[config.mk]
export PLATFORM = sky130hd
export DESIGN_NAME = omc_top
export DESIGN_NICKNAME = d
export VERILOG_FILES = /design/src/logic/omc_pkg.sv /design/src/logic/omc_sync.sv /design/src/logic/omc_chan.sv /design/src/logic/omc_top.sv
export SDC_FILE = /design/constraint.sdc
export NUM_CORES = 1
export LEC_CHECK = 0
export BUFFER_PORTS_ARGS = -buffer_cell sky130_fd_sc_hd__buf_2
export CORE_MARGIN = 1
export CORE_UTILIZATION = 31
export CTS_CLUSTER_SIZE = 8
export DETAILED_ROUTE_END_ITERATION = 12
export PLACE_DENSITY_LB_ADDON = 0.3
export SETUP_SLACK_MARGIN = 0.05
export SLEW_MARGIN = 20
export SYNTH_ARGS = -nofsm -noshare
export SYNTH_HDL_FRONTEND = slang
export SYNTH_HIERARCHICAL = 1
export SYNTH_SLANG_ARGS = --single-unit
[constraint.sdc]
create_clock -name pclk -period 1.9 [get_ports pclk]
set_input_delay 0.095 -clock pclk [delete_from_list [all_inputs] [get_ports pclk]]
set_output_delay 0.095 -clock pclk [all_outputs]
set_load 0.005 [all_outputs]
[src/logic/omc_pkg.sv]
// Constants, register map and state types for the operating mode control block
package omc_pkg;
	// Register byte offsets
	localparam logic [11:0] ADDR_CTRL    = 12'h000;
	localparam logic [11:0] ADDR_THRESH  = 12'h004;
	localparam logic [11:0] ADDR_STATUS  = 12'h008;
	localparam logic [11:0] ADDR_IRQ_ST  = 12'h00C;
	localparam logic [11:0] ADDR_IRQ_CLR = 12'h010;
	localparam logic [11:0] ADDR_IRQ_EN  = 12'h014;
	// Control fields
	localparam int CTRL_DIS0  = 0;
	localparam int CTRL_DIS1  = 1;
	localparam int CTRL_CUR0  = 2;
	localparam int CTRL_CUR1  = 3;
	localparam int CTRL_PLRD0 = 4;
	localparam int CTRL_PLRD1 = 5;
	localparam logic [5:0]  CTRL_RESET   = 6'h03;
	localparam logic [15:0] THRESH_RESET = 16'hFFFF;
	localparam logic [7:0]  OVC_MAX_CODE = 8'hFF;
	// Status fields
	localparam int ST_MCU    = 0;
	localparam int ST_SEL    = 1;
	localparam int ST_MOPEN  = 2;
	localparam int ST_SOPEN  = 3;
	localparam int ST_STBY   = 4;
	localparam int ST_ON0    = 5;
	localparam int ST_ON1    = 6;
	localparam int ST_TRIP0  = 7;
	localparam int ST_TRIP1  = 8;
	localparam int ST_FAULT  = 9;
	// Interrupt event bits
	localparam int IRQ_W     = 6;
	localparam int EV_OPEN   = 0;
	localparam int EV_TRIP0  = 1;
	localparam int EV_TRIP1  = 2;
	localparam int EV_OVT    = 3;
	localparam int EV_PDN    = 4;
	localparam int EV_WAKE   = 5;
	localparam logic [IRQ_W-1:0] IRQ_EN_RESET = 6'h00;
	// Synchroniser lane positions
	localparam int SYN_W     = 11;
	localparam int SY_MODE   = 0;
	localparam int SY_SEL    = 1;
	localparam int SY_MOPEN  = 2;
	localparam int SY_SOPEN  = 3;
	localparam int SY_OVC0   = 4;
	localparam int SY_OVC1   = 5;
	localparam int SY_OVT    = 6;
	localparam int SY_PDN    = 7;
	localparam int SY_EC0    = 8;
	localparam int SY_EC1    = 9;
	localparam int SY_WAKE   = 10;
	// Power state, Gray coded along reset, run, standby, wake
	typedef enum logic [1:0]
	{
		PS_RESET = 2'b00,
		PS_RUN   = 2'b01,
		PS_STBY  = 2'b11,
		PS_WAKE  = 2'b10
	} omc_pstate_t;
	// Byte-lane merge for APB writes
	function automatic logic [31:0] omc_merge(input logic [31:0] old_v,
		input logic [31:0] new_v, input logic [3:0] strb);
		logic [31:0] r;
		r = old_v;
		for (int i = 0; i < 4; i++)
		begin
			if (strb[i])
				r[i*8 +: 8] = new_v[i*8 +: 8];
		end
		return r;
	endfunction
	// Address is one of the mapped words
	function automatic logic omc_hit(input logic [11:0] a);
		return (a == ADDR_CTRL) || (a == ADDR_THRESH) || (a == ADDR_STATUS) ||
			(a == ADDR_IRQ_ST) || (a == ADDR_IRQ_CLR) || (a == ADDR_IRQ_EN);
	endfunction
endpackage

[src/logic/omc_sync.sv]
// Two-flop synchroniser for a vector of pin levels
module omc_sync #(
	parameter int W = 1
) (
	input  wire logic         pclk,
	input  wire logic         presetn,
	input  wire logic [W-1:0] async_in,
	output logic      [W-1:0] sync_out
);
	logic [W-1:0] meta_reg;
	logic [W-1:0] meta_next;
	logic [W-1:0] sync_reg;
	logic [W-1:0] sync_next;

	// First stage feeds only the second
	always_comb
	begin
		meta_next = async_in;
		sync_next = meta_reg;
	end

	always_ff @(posedge pclk or negedge presetn)
	begin
		if (!presetn)
		begin
			meta_reg <= '0;
			sync_reg <= '0;
		end
		else
		begin
			meta_reg <= meta_next;
			sync_reg <= sync_next;
		end
	end

	assign sync_out = sync_reg;
endmodule

[src/logic/omc_chan.sv]
// One laser channel enable with latched trip and enable-pin re-arm
module omc_chan (
	input  wire logic pclk,
	input  wire logic presetn,
	input  wire logic enable_pin,
	input  wire logic inhibit,
	input  wire logic trip,
	output logic      laser_on,
	output logic      tripped
);
	logic on_reg;
	logic on_next;
	logic trip_reg;
	logic trip_next;

	// Trip sets over the pin-low clear so a fresh trip is never lost
	always_comb
	begin
		trip_next = trip_reg;
		if (trip)
			trip_next = 1'b1;
		else if (!enable_pin)
			trip_next = 1'b0;
		on_next = enable_pin && !inhibit && !trip_next;
	end

	always_ff @(posedge pclk or negedge presetn)
	begin
		if (!presetn)
		begin
			on_reg   <= 1'b0;
			trip_reg <= 1'b0;
		end
		else
		begin
			on_reg   <= on_next;
			trip_reg <= trip_next;
		end
	end

	assign laser_on = on_reg;
	assign tripped  = trip_reg;
endmodule

[src/logic/omc_top.sv]
// Operating mode control: strap decode, channel enables, standby, APB registers
module omc_top (
	input  wire logic        pclk,
	input  wire logic        presetn,
	input  wire logic        psel,
	input  wire logic        penable,
	input  wire logic        pwrite,
	input  wire logic [11:0] paddr,
	input  wire logic [31:0] pwdata,
	input  wire logic [3:0]  pstrb,
	output logic      [31:0] prdata,
	output logic             pready,
	output logic             pslverr,
	input  wire logic        mcu_mode_strap,
	input  wire logic        mcu_mode_strap_open,
	input  wire logic        interface_or_reference_strap,
	input  wire logic        interface_or_reference_strap_open,
	input  wire logic [1:0]  channel_enable_pin,
	input  wire logic [1:0]  overcurrent_detect,
	input  wire logic        overtemp_detect,
	input  wire logic        power_down_detect,
	input  wire logic        wake_control_pin,
	output logic             fault_indicator_n,
	output logic [1:0]       laser_on,
	output logic             mcu_mode,
	output logic             ref_half_volt,
	output logic             host_if_i2c,
	output logic             host_if_spi,
	output logic [1:0]       power_loop_mode,
	output logic [1:0]       current_loop_mode,
	output logic [1:0]       programmable_monitor_resistor_off,
	output logic [15:0]      overcurrent_threshold,
	output logic             standby,
	output logic             inputs_hiz,
	output logic             irq
);
	logic [omc_pkg::SYN_W-1:0] pin_raw;
	logic [omc_pkg::SYN_W-1:0] pin_s;
	logic                      strap_open;
	logic [1:0]                chan_on;
	logic [1:0]                chan_trip;
	logic [1:0]                chan_inhibit;
	logic [1:0]                chan_trip_in;
	logic                      power_off;

	// Every pin level passes the synchroniser before use
	assign pin_raw = {wake_control_pin, channel_enable_pin, power_down_detect,
		overtemp_detect, overcurrent_detect, interface_or_reference_strap_open,
		mcu_mode_strap_open, interface_or_reference_strap, mcu_mode_strap};

	omc_sync #(
		.W(omc_pkg::SYN_W)
	) u_sync (
		.pclk     (pclk),
		.presetn  (presetn),
		.async_in (pin_raw),
		.sync_out (pin_s)
	);

	assign strap_open = pin_s[omc_pkg::SY_MOPEN] | pin_s[omc_pkg::SY_SOPEN];

	// Power state
	omc_pkg::omc_pstate_t ps_reg;
	omc_pkg::omc_pstate_t ps_next;

	// Standby follows the wake pin alone; no other source can wake
	always_comb
	begin
		ps_next = ps_reg;
		case (ps_reg)
			omc_pkg::PS_RESET:
				ps_next = pin_s[omc_pkg::SY_WAKE] ? omc_pkg::PS_RUN : omc_pkg::PS_STBY;
			omc_pkg::PS_RUN:
				if (!pin_s[omc_pkg::SY_WAKE])
					ps_next = omc_pkg::PS_STBY;
			omc_pkg::PS_STBY:
				if (pin_s[omc_pkg::SY_WAKE])
					ps_next = omc_pkg::PS_WAKE;
			omc_pkg::PS_WAKE:
				ps_next = pin_s[omc_pkg::SY_WAKE] ? omc_pkg::PS_RUN : omc_pkg::PS_STBY;
			default:
				ps_next = omc_pkg::PS_RESET;
		endcase
	end

	always_ff @(posedge pclk or negedge presetn)
	begin
		if (!presetn)
			ps_reg <= omc_pkg::PS_RESET;
		else
			ps_reg <= ps_next;
	end

	// Lasers stay off until the run state, also through the wake cycle
	assign power_off = (ps_reg != omc_pkg::PS_RUN);

	// Configuration registers; standby never touches them
	logic [5:0]                 ctrl_reg;
	logic [5:0]                 ctrl_next;
	logic [15:0]                thr_reg;
	logic [15:0]                thr_next;
	logic [omc_pkg::IRQ_W-1:0]  ien_reg;
	logic [omc_pkg::IRQ_W-1:0]  ien_next;
	logic [omc_pkg::IRQ_W-1:0]  ist_reg;
	logic [omc_pkg::IRQ_W-1:0]  ist_next;
	logic [omc_pkg::IRQ_W-1:0]  ev_prev_reg;
	logic [omc_pkg::IRQ_W-1:0]  ev_prev_next;
	logic [omc_pkg::IRQ_W-1:0]  ev_lvl;
	logic [omc_pkg::IRQ_W-1:0]  ev_set;
	logic [omc_pkg::IRQ_W-1:0]  ev_clr;
	logic [31:0]                prdata_reg;
	logic [31:0]                prdata_next;
	logic [31:0]                rd_mux;
	logic [31:0]                wr_word;
	logic [31:0]                status_word;
	logic                       wr_en;
	logic                       addr_ok;

	assign addr_ok = omc_pkg::omc_hit(paddr);
	assign wr_en   = psel && penable && pwrite && addr_ok;
	// Merged write word; old bytes come from the read mux, which gives 0 for the clear word
	assign wr_word = omc_pkg::omc_merge(rd_mux, pwdata, pstrb);

	// Event levels; rising edges become sticky status bits
	always_comb
	begin
		ev_lvl = '0;
		ev_lvl[omc_pkg::EV_OPEN]  = strap_open;
		ev_lvl[omc_pkg::EV_TRIP0] = chan_trip[0];
		ev_lvl[omc_pkg::EV_TRIP1] = chan_trip[1];
		ev_lvl[omc_pkg::EV_OVT]   = pin_s[omc_pkg::SY_OVT];
		ev_lvl[omc_pkg::EV_PDN]   = pin_s[omc_pkg::SY_PDN];
		ev_lvl[omc_pkg::EV_WAKE]  = (ps_reg == omc_pkg::PS_WAKE);
		ev_set = ev_lvl & ~ev_prev_reg;
		ev_clr = '0;
		if (wr_en && paddr == omc_pkg::ADDR_IRQ_CLR)
			ev_clr = wr_word[omc_pkg::IRQ_W-1:0];
	end

	// Register writes; a new event beats a clear in the same cycle
	always_comb
	begin
		ctrl_next    = ctrl_reg;
		thr_next     = thr_reg;
		ien_next     = ien_reg;
		ev_prev_next = ev_lvl;
		ist_next     = (ist_reg & ~ev_clr) | ev_set;
		if (wr_en && paddr == omc_pkg::ADDR_CTRL)
			ctrl_next = wr_word[5:0];
		if (wr_en && paddr == omc_pkg::ADDR_THRESH)
			thr_next = wr_word[15:0];
		if (wr_en && paddr == omc_pkg::ADDR_IRQ_EN)
			ien_next = wr_word[omc_pkg::IRQ_W-1:0];
	end

	always_ff @(posedge pclk or negedge presetn)
	begin
		if (!presetn)
		begin
			ctrl_reg    <= omc_pkg::CTRL_RESET;
			thr_reg     <= omc_pkg::THRESH_RESET;
			ien_reg     <= omc_pkg::IRQ_EN_RESET;
			ist_reg     <= '0;
			ev_prev_reg <= '0;
		end
		else
		begin
			ctrl_reg    <= ctrl_next;
			thr_reg     <= thr_next;
			ien_reg     <= ien_next;
			ist_reg     <= ist_next;
			ev_prev_reg <= ev_prev_next;
		end
	end

	// Status word assembled from live state
	always_comb
	begin
		status_word = 32'h0000_0000;
		status_word[omc_pkg::ST_MCU]   = pin_s[omc_pkg::SY_MODE];
		status_word[omc_pkg::ST_SEL]   = pin_s[omc_pkg::SY_SEL];
		status_word[omc_pkg::ST_MOPEN] = pin_s[omc_pkg::SY_MOPEN];
		status_word[omc_pkg::ST_SOPEN] = pin_s[omc_pkg::SY_SOPEN];
		status_word[omc_pkg::ST_STBY]  = (ps_reg == omc_pkg::PS_STBY);
		status_word[omc_pkg::ST_ON0]   = chan_on[0];
		status_word[omc_pkg::ST_ON1]   = chan_on[1];
		status_word[omc_pkg::ST_TRIP0] = chan_trip[0];
		status_word[omc_pkg::ST_TRIP1] = chan_trip[1];
		status_word[omc_pkg::ST_FAULT] = !fault_indicator_n;
	end

	// Read data is captured in the setup cycle; the bus answers with no wait
	always_comb
	begin
		case (paddr)
			omc_pkg::ADDR_CTRL:   rd_mux = {26'h0, ctrl_reg};
			omc_pkg::ADDR_THRESH: rd_mux = {16'h0, thr_reg};
			omc_pkg::ADDR_STATUS: rd_mux = status_word;
			omc_pkg::ADDR_IRQ_ST: rd_mux = {26'h0, ist_reg};
			omc_pkg::ADDR_IRQ_EN: rd_mux = {26'h0, ien_reg};
			default:              rd_mux = 32'h0000_0000;
		endcase
		prdata_next = prdata_reg;
		if (psel && !penable)
			prdata_next = pwrite ? 32'h0000_0000 : rd_mux;
	end

	always_ff @(posedge pclk or negedge presetn)
	begin
		if (!presetn)
			prdata_reg <= 32'h0000_0000;
		else
			prdata_reg <= prdata_next;
	end

	// Serial access is never blocked by a strap fault
	assign prdata  = prdata_reg;
	assign pready  = 1'b1;
	assign pslverr = psel && penable && !addr_ok;

	// Channel gating; overtemperature latches like overcurrent
	assign chan_trip_in[0] = pin_s[omc_pkg::SY_OVC0] | pin_s[omc_pkg::SY_OVT];
	assign chan_trip_in[1] = pin_s[omc_pkg::SY_OVC1] | pin_s[omc_pkg::SY_OVT];
	assign chan_inhibit[0] = strap_open | power_off | pin_s[omc_pkg::SY_PDN] |
		ctrl_reg[omc_pkg::CTRL_DIS0];
	assign chan_inhibit[1] = strap_open | power_off | pin_s[omc_pkg::SY_PDN] |
		ctrl_reg[omc_pkg::CTRL_DIS1];

	for (genvar c = 0; c < 2; c++)
	begin : g_chan
		omc_chan u_chan (
			.pclk       (pclk),
			.presetn    (presetn),
			.enable_pin (pin_s[omc_pkg::SY_EC0 + c]),
			.inhibit    (chan_inhibit[c]),
			.trip       (chan_trip_in[c]),
			.laser_on   (chan_on[c]),
			.tripped    (chan_trip[c])
		);
	end

	// Decoded mode outputs, all registered
	logic        mcu_reg;
	logic        mcu_next;
	logic        refh_reg;
	logic        refh_next;
	logic        i2c_reg;
	logic        i2c_next;
	logic        spi_reg;
	logic        spi_next;
	logic [1:0]  apc_reg;
	logic [1:0]  apc_next;
	logic [1:0]  acc_reg;
	logic [1:0]  acc_next;
	logic [1:0]  plrd_reg;
	logic [1:0]  plrd_next;
	logic [15:0] othr_reg;
	logic [15:0] othr_next;
	logic        fault_n_reg;
	logic        fault_n_next;
	logic        irq_reg;
	logic        irq_next;
	logic        sel;

	assign sel = pin_s[omc_pkg::SY_SEL];

	// Straps are assumed static; a change mid-run retargets outputs three edges later, after the synchroniser and output register
	always_comb
	begin
		mcu_next  = pin_s[omc_pkg::SY_MODE];
		refh_next = !mcu_next && sel;
		i2c_next  = mcu_next && sel;
		spi_next  = mcu_next && !sel;
		acc_next  = mcu_next ? {ctrl_reg[omc_pkg::CTRL_CUR1], ctrl_reg[omc_pkg::CTRL_CUR0]}
			: 2'b00;
		apc_next  = ~acc_next;
		plrd_next = mcu_next ? {ctrl_reg[omc_pkg::CTRL_PLRD1], ctrl_reg[omc_pkg::CTRL_PLRD0]}
			: 2'b11;
		othr_next = mcu_next ? thr_reg : {omc_pkg::OVC_MAX_CODE, omc_pkg::OVC_MAX_CODE};
		fault_n_next = !(strap_open || (|chan_trip) || pin_s[omc_pkg::SY_OVT] ||
			pin_s[omc_pkg::SY_PDN]);
		irq_next  = |(ist_reg & ien_reg);
	end

	always_ff @(posedge pclk or negedge presetn)
	begin
		if (!presetn)
		begin
			mcu_reg     <= 1'b0;
			refh_reg    <= 1'b0;
			i2c_reg     <= 1'b0;
			spi_reg     <= 1'b0;
			apc_reg     <= 2'b11;
			acc_reg     <= 2'b00;
			plrd_reg    <= 2'b11;
			othr_reg    <= {omc_pkg::OVC_MAX_CODE, omc_pkg::OVC_MAX_CODE};
			fault_n_reg <= 1'b0;
			irq_reg     <= 1'b0;
		end
		else
		begin
			mcu_reg     <= mcu_next;
			refh_reg    <= refh_next;
			i2c_reg     <= i2c_next;
			spi_reg     <= spi_next;
			apc_reg     <= apc_next;
			acc_reg     <= acc_next;
			plrd_reg    <= plrd_next;
			othr_reg    <= othr_next;
			fault_n_reg <= fault_n_next;
			irq_reg     <= irq_next;
		end
	end

	assign fault_indicator_n                 = fault_n_reg;
	assign laser_on                          = chan_on;
	assign mcu_mode                          = mcu_reg;
	assign ref_half_volt                     = refh_reg;
	assign host_if_i2c                       = i2c_reg;
	assign host_if_spi                       = spi_reg;
	assign power_loop_mode                   = apc_reg;
	assign current_loop_mode                 = acc_reg;
	assign programmable_monitor_resistor_off = plrd_reg;
	assign overcurrent_threshold             = othr_reg;
	// Reset state counts as not yet awake, so inputs stay isolated
	assign standby                           = (ps_reg == omc_pkg::PS_STBY);
	assign inputs_hiz                        = (ps_reg == omc_pkg::PS_STBY) ||
		(ps_reg == omc_pkg::PS_RESET);
	assign irq                               = irq_reg;
endmodule

### Word-level counts from Yosys, hierarchy flattened

Cells that the tools add are included.

| cells by class | value |
|---|---|
| add/sub/neg operators | 0 |
| $mul | 0 |
| div/mod/pow operators | 0 |
| $lt $le $gt $ge | 0 |
| eq/ne operators | 11 |
| shifts and indexed selects | 0 |
| multiplexer cells | 16 |
| bitwise gates (word level) | 14 |
| reduce and logical (&&, ||, !) cells | 41 |

Operators with widths:

| operator | count |
|---|---|
| case mux 16 bit (5 select lines) | 1 |
| two-way mux 32 bit | 1 |
| == test 12 x 4 -> 1 bit, second input constant | 2 |
| == test 12 x 5 -> 1 bit, second input constant | 2 |
| bitwise AND 6 bit | 3 |
| logical AND 1 bit | 16 |
| two-way mux 16 bit | 1 |
| two-way mux 8 bit | 2 |
| == test 12 x 3 -> 1 bit, second input constant | 1 |
| zero test 12 bit | 1 |
| inverter 6 bit | 2 |
| zero test 1 bit | 10 |
| two-way mux 2 bit | 5 |
| logical OR 1 bit | 9 |
| OR 1 bit | 7 |
| two-way mux 6 bit | 1 |
| OR 6 bit | 1 |
| case mux 2 bit (3 select lines) | 1 |
| OR reduction 6 bit | 1 |
| == test 2 bit, second input constant | 2 |
| two-way mux 1 bit | 4 |
| inequality test 2 x 1 -> 1 bit, second input constant | 2 |
| OR reduction 2 bit | 2 |
| == test 2 x 1 -> 1 bit, second input constant | 1 |
| other kinds (4) | 4 |

| word-level totals | value |
|---|---|
| bits in registers | 128 |
| latch bits | 0 |
| RAM bits | 0 |
| memory bits (read-only) | 0 |
| input port bits | 64 |
| logic and storage cells | 105 |
| memories kept | 0 |

### Longest topological paths before layout

| logic depth | value |
|---|---|
| word-level depth | 12 |
| mapped depth | 7 |

### Hierarchy

The synthesis kept the hierarchy.

By module, submodules not included:

| module | times used | cells an instance | area each (µm²) | sequential area each (µm²) |
|---|---|---|---|---|
| omc_top | 1 | 368 | 4108.9 | 2199.6 |
| omc_sync | 1 | 22 | 550.5 | 550.5 |
| omc_chan | 2 | 4 | 72.6 | 50.0 |

### Worst setup path after synthesis

No wires, ideal clock.

| timing path | value |
|---|---|
| path type | flip-flop to flip-flop |
| from | register ps_reg[0] |
| to | register ien_reg[4] (netlist name) |
| setup time | 125 ps |
| data arrival time | 1547 ps |
| data required time | 1775 ps |
| setup slack | 228 ps |
| cell stages (with the launch flop) | 7 |
| path buffers | 0 |
| clock period less this slack | 1672 ps |
| cells stage by stage | dfrtp_1 ha_1 mux2_2 nand3_1 o31ai_1 a22o_1 mux2_2 |

| between the ends | value |
|---|---|
| cells in the longest elaborated chain, start to end | 3 |

RTL lines:

| what | RTL line | RTL |
|---|---|---|
| from (decl) | omc_top.sv:63 | `omc_pkg::omc_pstate_t ps_reg;` |
| from (signal assigned) | omc_top.sv:89 | `ps_reg <= omc_pkg::PS_RESET;` |
| from (signal assigned) | omc_top.sv:91 | `ps_reg <= ps_next;` |
| == test 2 bit | n/a |  |
| via standby | omc_top.sv:33 | `output logic standby,` |
| case mux 16 bit (5 select lines) | omc_top.sv:195 | `case (paddr)` |
| two-way mux 8 bit | omc_pkg.sv:68 | `if (strb[i])` |
| to (signal assigned) | omc_top.sv:162 | `ien_reg <= omc_pkg::IRQ_EN_RESET;` |
| to (signal assigned) | omc_top.sv:170 | `ien_reg <= ien_next;` |
| to (decl) | omc_top.sv:102 | `logic [omc_pkg::IRQ_W-1:0] ien_reg;` |

The timed path passes the listed nets, and every way through them passes these cells.
A chain may end at the register's enable or synchronous reset.

### Final worst setup path

| timing path | value |
|---|---|
| from | register ps_reg[1] |
| to | register ien_reg[4] (netlist name) |

| between the ends | value |
|---|---|
| cells in the longest elaborated chain, start to end | 3 |

RTL lines:

| what | RTL line | RTL |
|---|---|---|
| == test 2 bit | omc_top.sv:184 | `status_word[omc_pkg::ST_STBY] = (ps_reg == omc_pkg::PS_STBY);` |
| case mux 16 bit (5 select lines) | omc_top.sv:195 |  |
| two-way mux 8 bit | omc_pkg.sv:68 |  |

Every way passes these cells.

==> impl_results.md <==
* Final Routed Wirelength at 10900 um
* Fraction of synthesized cell area taken by the top area cell type at 38.5%
* Type of origin of the critical path: register
* Number of enable-type register cells in the synthesized netlist at 0
* Fmax at 572 MHz
* Leak at 2.90 nW
* Master cell of the clock root buffer: clkbuf_16
* Hpwl dp at 8090 um
* Fill cell instance count of the final layout at 1465
* Starting utilization of the core area at 31.7%
* R2R setup slack at 150 ps
* Max Cap Violations at 0
* Largest area contributor in the synthesized netlist: dfrtp_1
* Dominant cell by count in the synthesized netlist: dfrtp_1
* Share of flip-flops with an asynchronous set or reset after synthesis at 100%
* First-pass GRT wire length at 17400 um
* Pin count of the biggest net entering global routing at 42
* Main synth FF type: dfrtp_1
* Bufs on Longest Clock Path at 2
* Proportion of layout cells with a drive suffix above 1 at 40.0%
* Placed instance area at 5540 um^2
* Clock tree from TritonCTS: yes
* R2R Path End: ien_reg[4]
* Final Max Slew Viols at 0
* Synthesized area divided by synthesized cell count at 12.1 um^2
* Number of vias in the routed layout at 3297
* Number of instances in the synthesized netlist at 398
* Clock-pin transition on the worst setup and hold timing paths at 70 ps
* Via count of the first global-routing pass at 3278
* Worst min-delay path endpoint: thr_reg[9]
* Netlist cell types at 41
* Count of H-tree levels built during CTS at 3
* Outcome: complete, no violations
* FF-to-FF path depth at 6
* Sequential element share of the synthesized area at 59.3%
* Worst hold path startpoint: pwdata[9]
* Worst vdd rail ir drop at 0.000465 V
* Number of setup violations in the final report at 0
* Commonest cells post-synth: dfrtp_1 (74), dfstp_2 (38), mux2_2 (30), a21oi_1 (26), nand2_1 (26)
* Library cell appearing most often on the critical path: mux2_2
* Period utilization at 92.1%
* Top cells by area in the synthesized netlist: dfrtp_1 (39%), dfstp_2 (21%), mux2_2 (7.0%)
* Aggregate global-route resource usage at 14.4%
* Post-synthesis cell area at 4800 um^2
* Number of cells on the worst hold path at 3
* Seq. cell area at 2850 um^2
* Nature of the critical path endpoint: register
* Worst reg2reg startpoint: ps_reg[1]
* Worst Path Arrival at 1990 ps
* Number of standard-cell rows in the floorplan at 45
* Worst-Skew Late Latency at 360 ps
* Setup TNS Final at 0 ps
* Overflow after GRT at 0
* Clock buffer count from CTS at 9
* DIE HEIGHT at 126 um
* Port Buf Inserts at 94
* Footprint of the multi-input gates at 1770 um^2
* Buffers plus inverters on the worst setup path at 0
* Worst-path maximum fanout at 5
* Worst path max stage delay at 440 ps
* Number of nets with antenna violations after routing at 0
* Synth Warn # at 6
* Area added between synthesis and finish at 25.2%
* Total number of nets in the final design at 592
* List of cells traversed by the critical path: ha_2 > mux2_2 > nand3_1 > o31ai_1 > a22o_1 > mux2_2
* Starting DRT DRC Count at 108
* Final Instance Area at 6010 um^2
* Number of buffers inserted to repair setup after CTS at 0
* Standard cell with the maximum stage delay on the critical path: dfrtp_1
* Seq cells post-synth at 112
* Data required, critical path at 2140 ps
* Setup repair after global routing missed its margin: no
* WS Path Type: reg2reg
* Number of sinks driven by the clock tree at 112
* Type of the most critical hold path: in2reg
* Post-layout minimum cycle time at 1750 ps
* Floorplan Core Area at 15100 um^2
* Vias/cell at 4.60
* Total power per unit cell area at 827 nW/um^2
* Count of TritonRoute iterations in the first routing pass at 4
* Hold Violations, Final at 0
* # IOs at 130
* Clock tree skew after final layout at 9.38 ps
* Horizontal die dimension at 126 um
* Family with the most delay on the worst path: multiplexers
* Wire length per cell after detailed routing at 15.2 um
* Total DRC errors in the routed layout at 0
* Number of antenna violations at the first check in global routing at 0
* Ant. Diodes at 0
* RD Place Congestion at 0.799
* Die ar. at 16000 um^2
[placed cells by master, fill, tap and decap left out, drive strengths merged, types with 14 or more instances in the layout]
master	n
buf	114
dfrtp	74
dfstp	38
mux2	30
nand2	27
a21oi	26
nand2b	22
a22o	18
dlygate4sd3	18
conb	17
o21ai	15
nor2	14
nand3	14
[final cells by class]
cell class                 instances  area share [%]
sequential                       112            47.4
multi-input combinational        256            29.5
timing repair buffer             132            13.6
clock buffer                      12            4.43
tap                              188            3.91
inverter                          12           0.749
clock inverter                     4           0.458
[report_power, final]
part	internal (mW)	switching, mW	leakage [nW]
clock	0.997	0.847	0.149
sequential	2.49	0.0453	1.31
combinational	0.268	0.329	1.45
total	3.75	1.22	2.90
[metrics by stage]
stage | total power [mW] | cells | setup slack [ps] | utilization, % | hold WS (ps)
detailed placement | 3.16 | 682 | 46.1 | 36.6 | 72.5
global route | 5.23 | 716 | 77.9 | 39.7 | 39.8
finish | 4.97 | 716 | 151 | 39.7 | 52.8
global placement | 3.13 | 682 | 74.2 | 36.6 | 69.1
CTS | 5.05 | 716 | 97.4 | 39.7 | 40.3
floorplan | 2.88 | 413 | 228 | - | -201
[worst max-delay path by stage]
stage,startpoint,end,depth (start not counted)
global placement,paddr[9],ien_reg[0],5
finish,ps_reg[1],ien_reg[4],6
floorplan,ps_reg[0],ien_reg[4],6
detailed placement,paddr[9],ien_reg[0],5
CTS,ps_reg[1],ien_reg[4],6
global route,ps_reg[1],ctrl_reg[4],6
[worst reg2reg max path, stage by stage, from the launching register on]
cell     delay, ps
dfrtp_1        440
ha_2           230
mux2_2         270
nand3_1         80
o31ai_1         90
a22o_1         250
mux2_2         270
[cell families (layout without fill, tap and decap cells)]
family / after synthesis / after routing / share of synthesized area (%)
and+or+nand+nor: 120 / 120 / 15.3
DFF: 112 / 112 / 59.3
AOI/OAI and AO/OA: 78 / 78 / 10.6
buffers and inverters: 45 / 160 / 5.00
muxes: 36 / 36 / 8.28
adders and majority gates: 5 / 5 / 1.30
other: 2 / 17 / 0.156
[timing repair]
item	in CTS	in global routing
hold buffers	18	0
endpoints found under the hold margin	33	0
gates resized for setup	0	1
endpoints found under the setup margin	0	2
[layer usage]
metal,GRT usage [%],part of all wire (%)
met1,18.5,45
met2,23.4,48
met3,3.75,5.5
met4,5.32,1.5
met5,0,0
(Power assumes the default switching activity.)
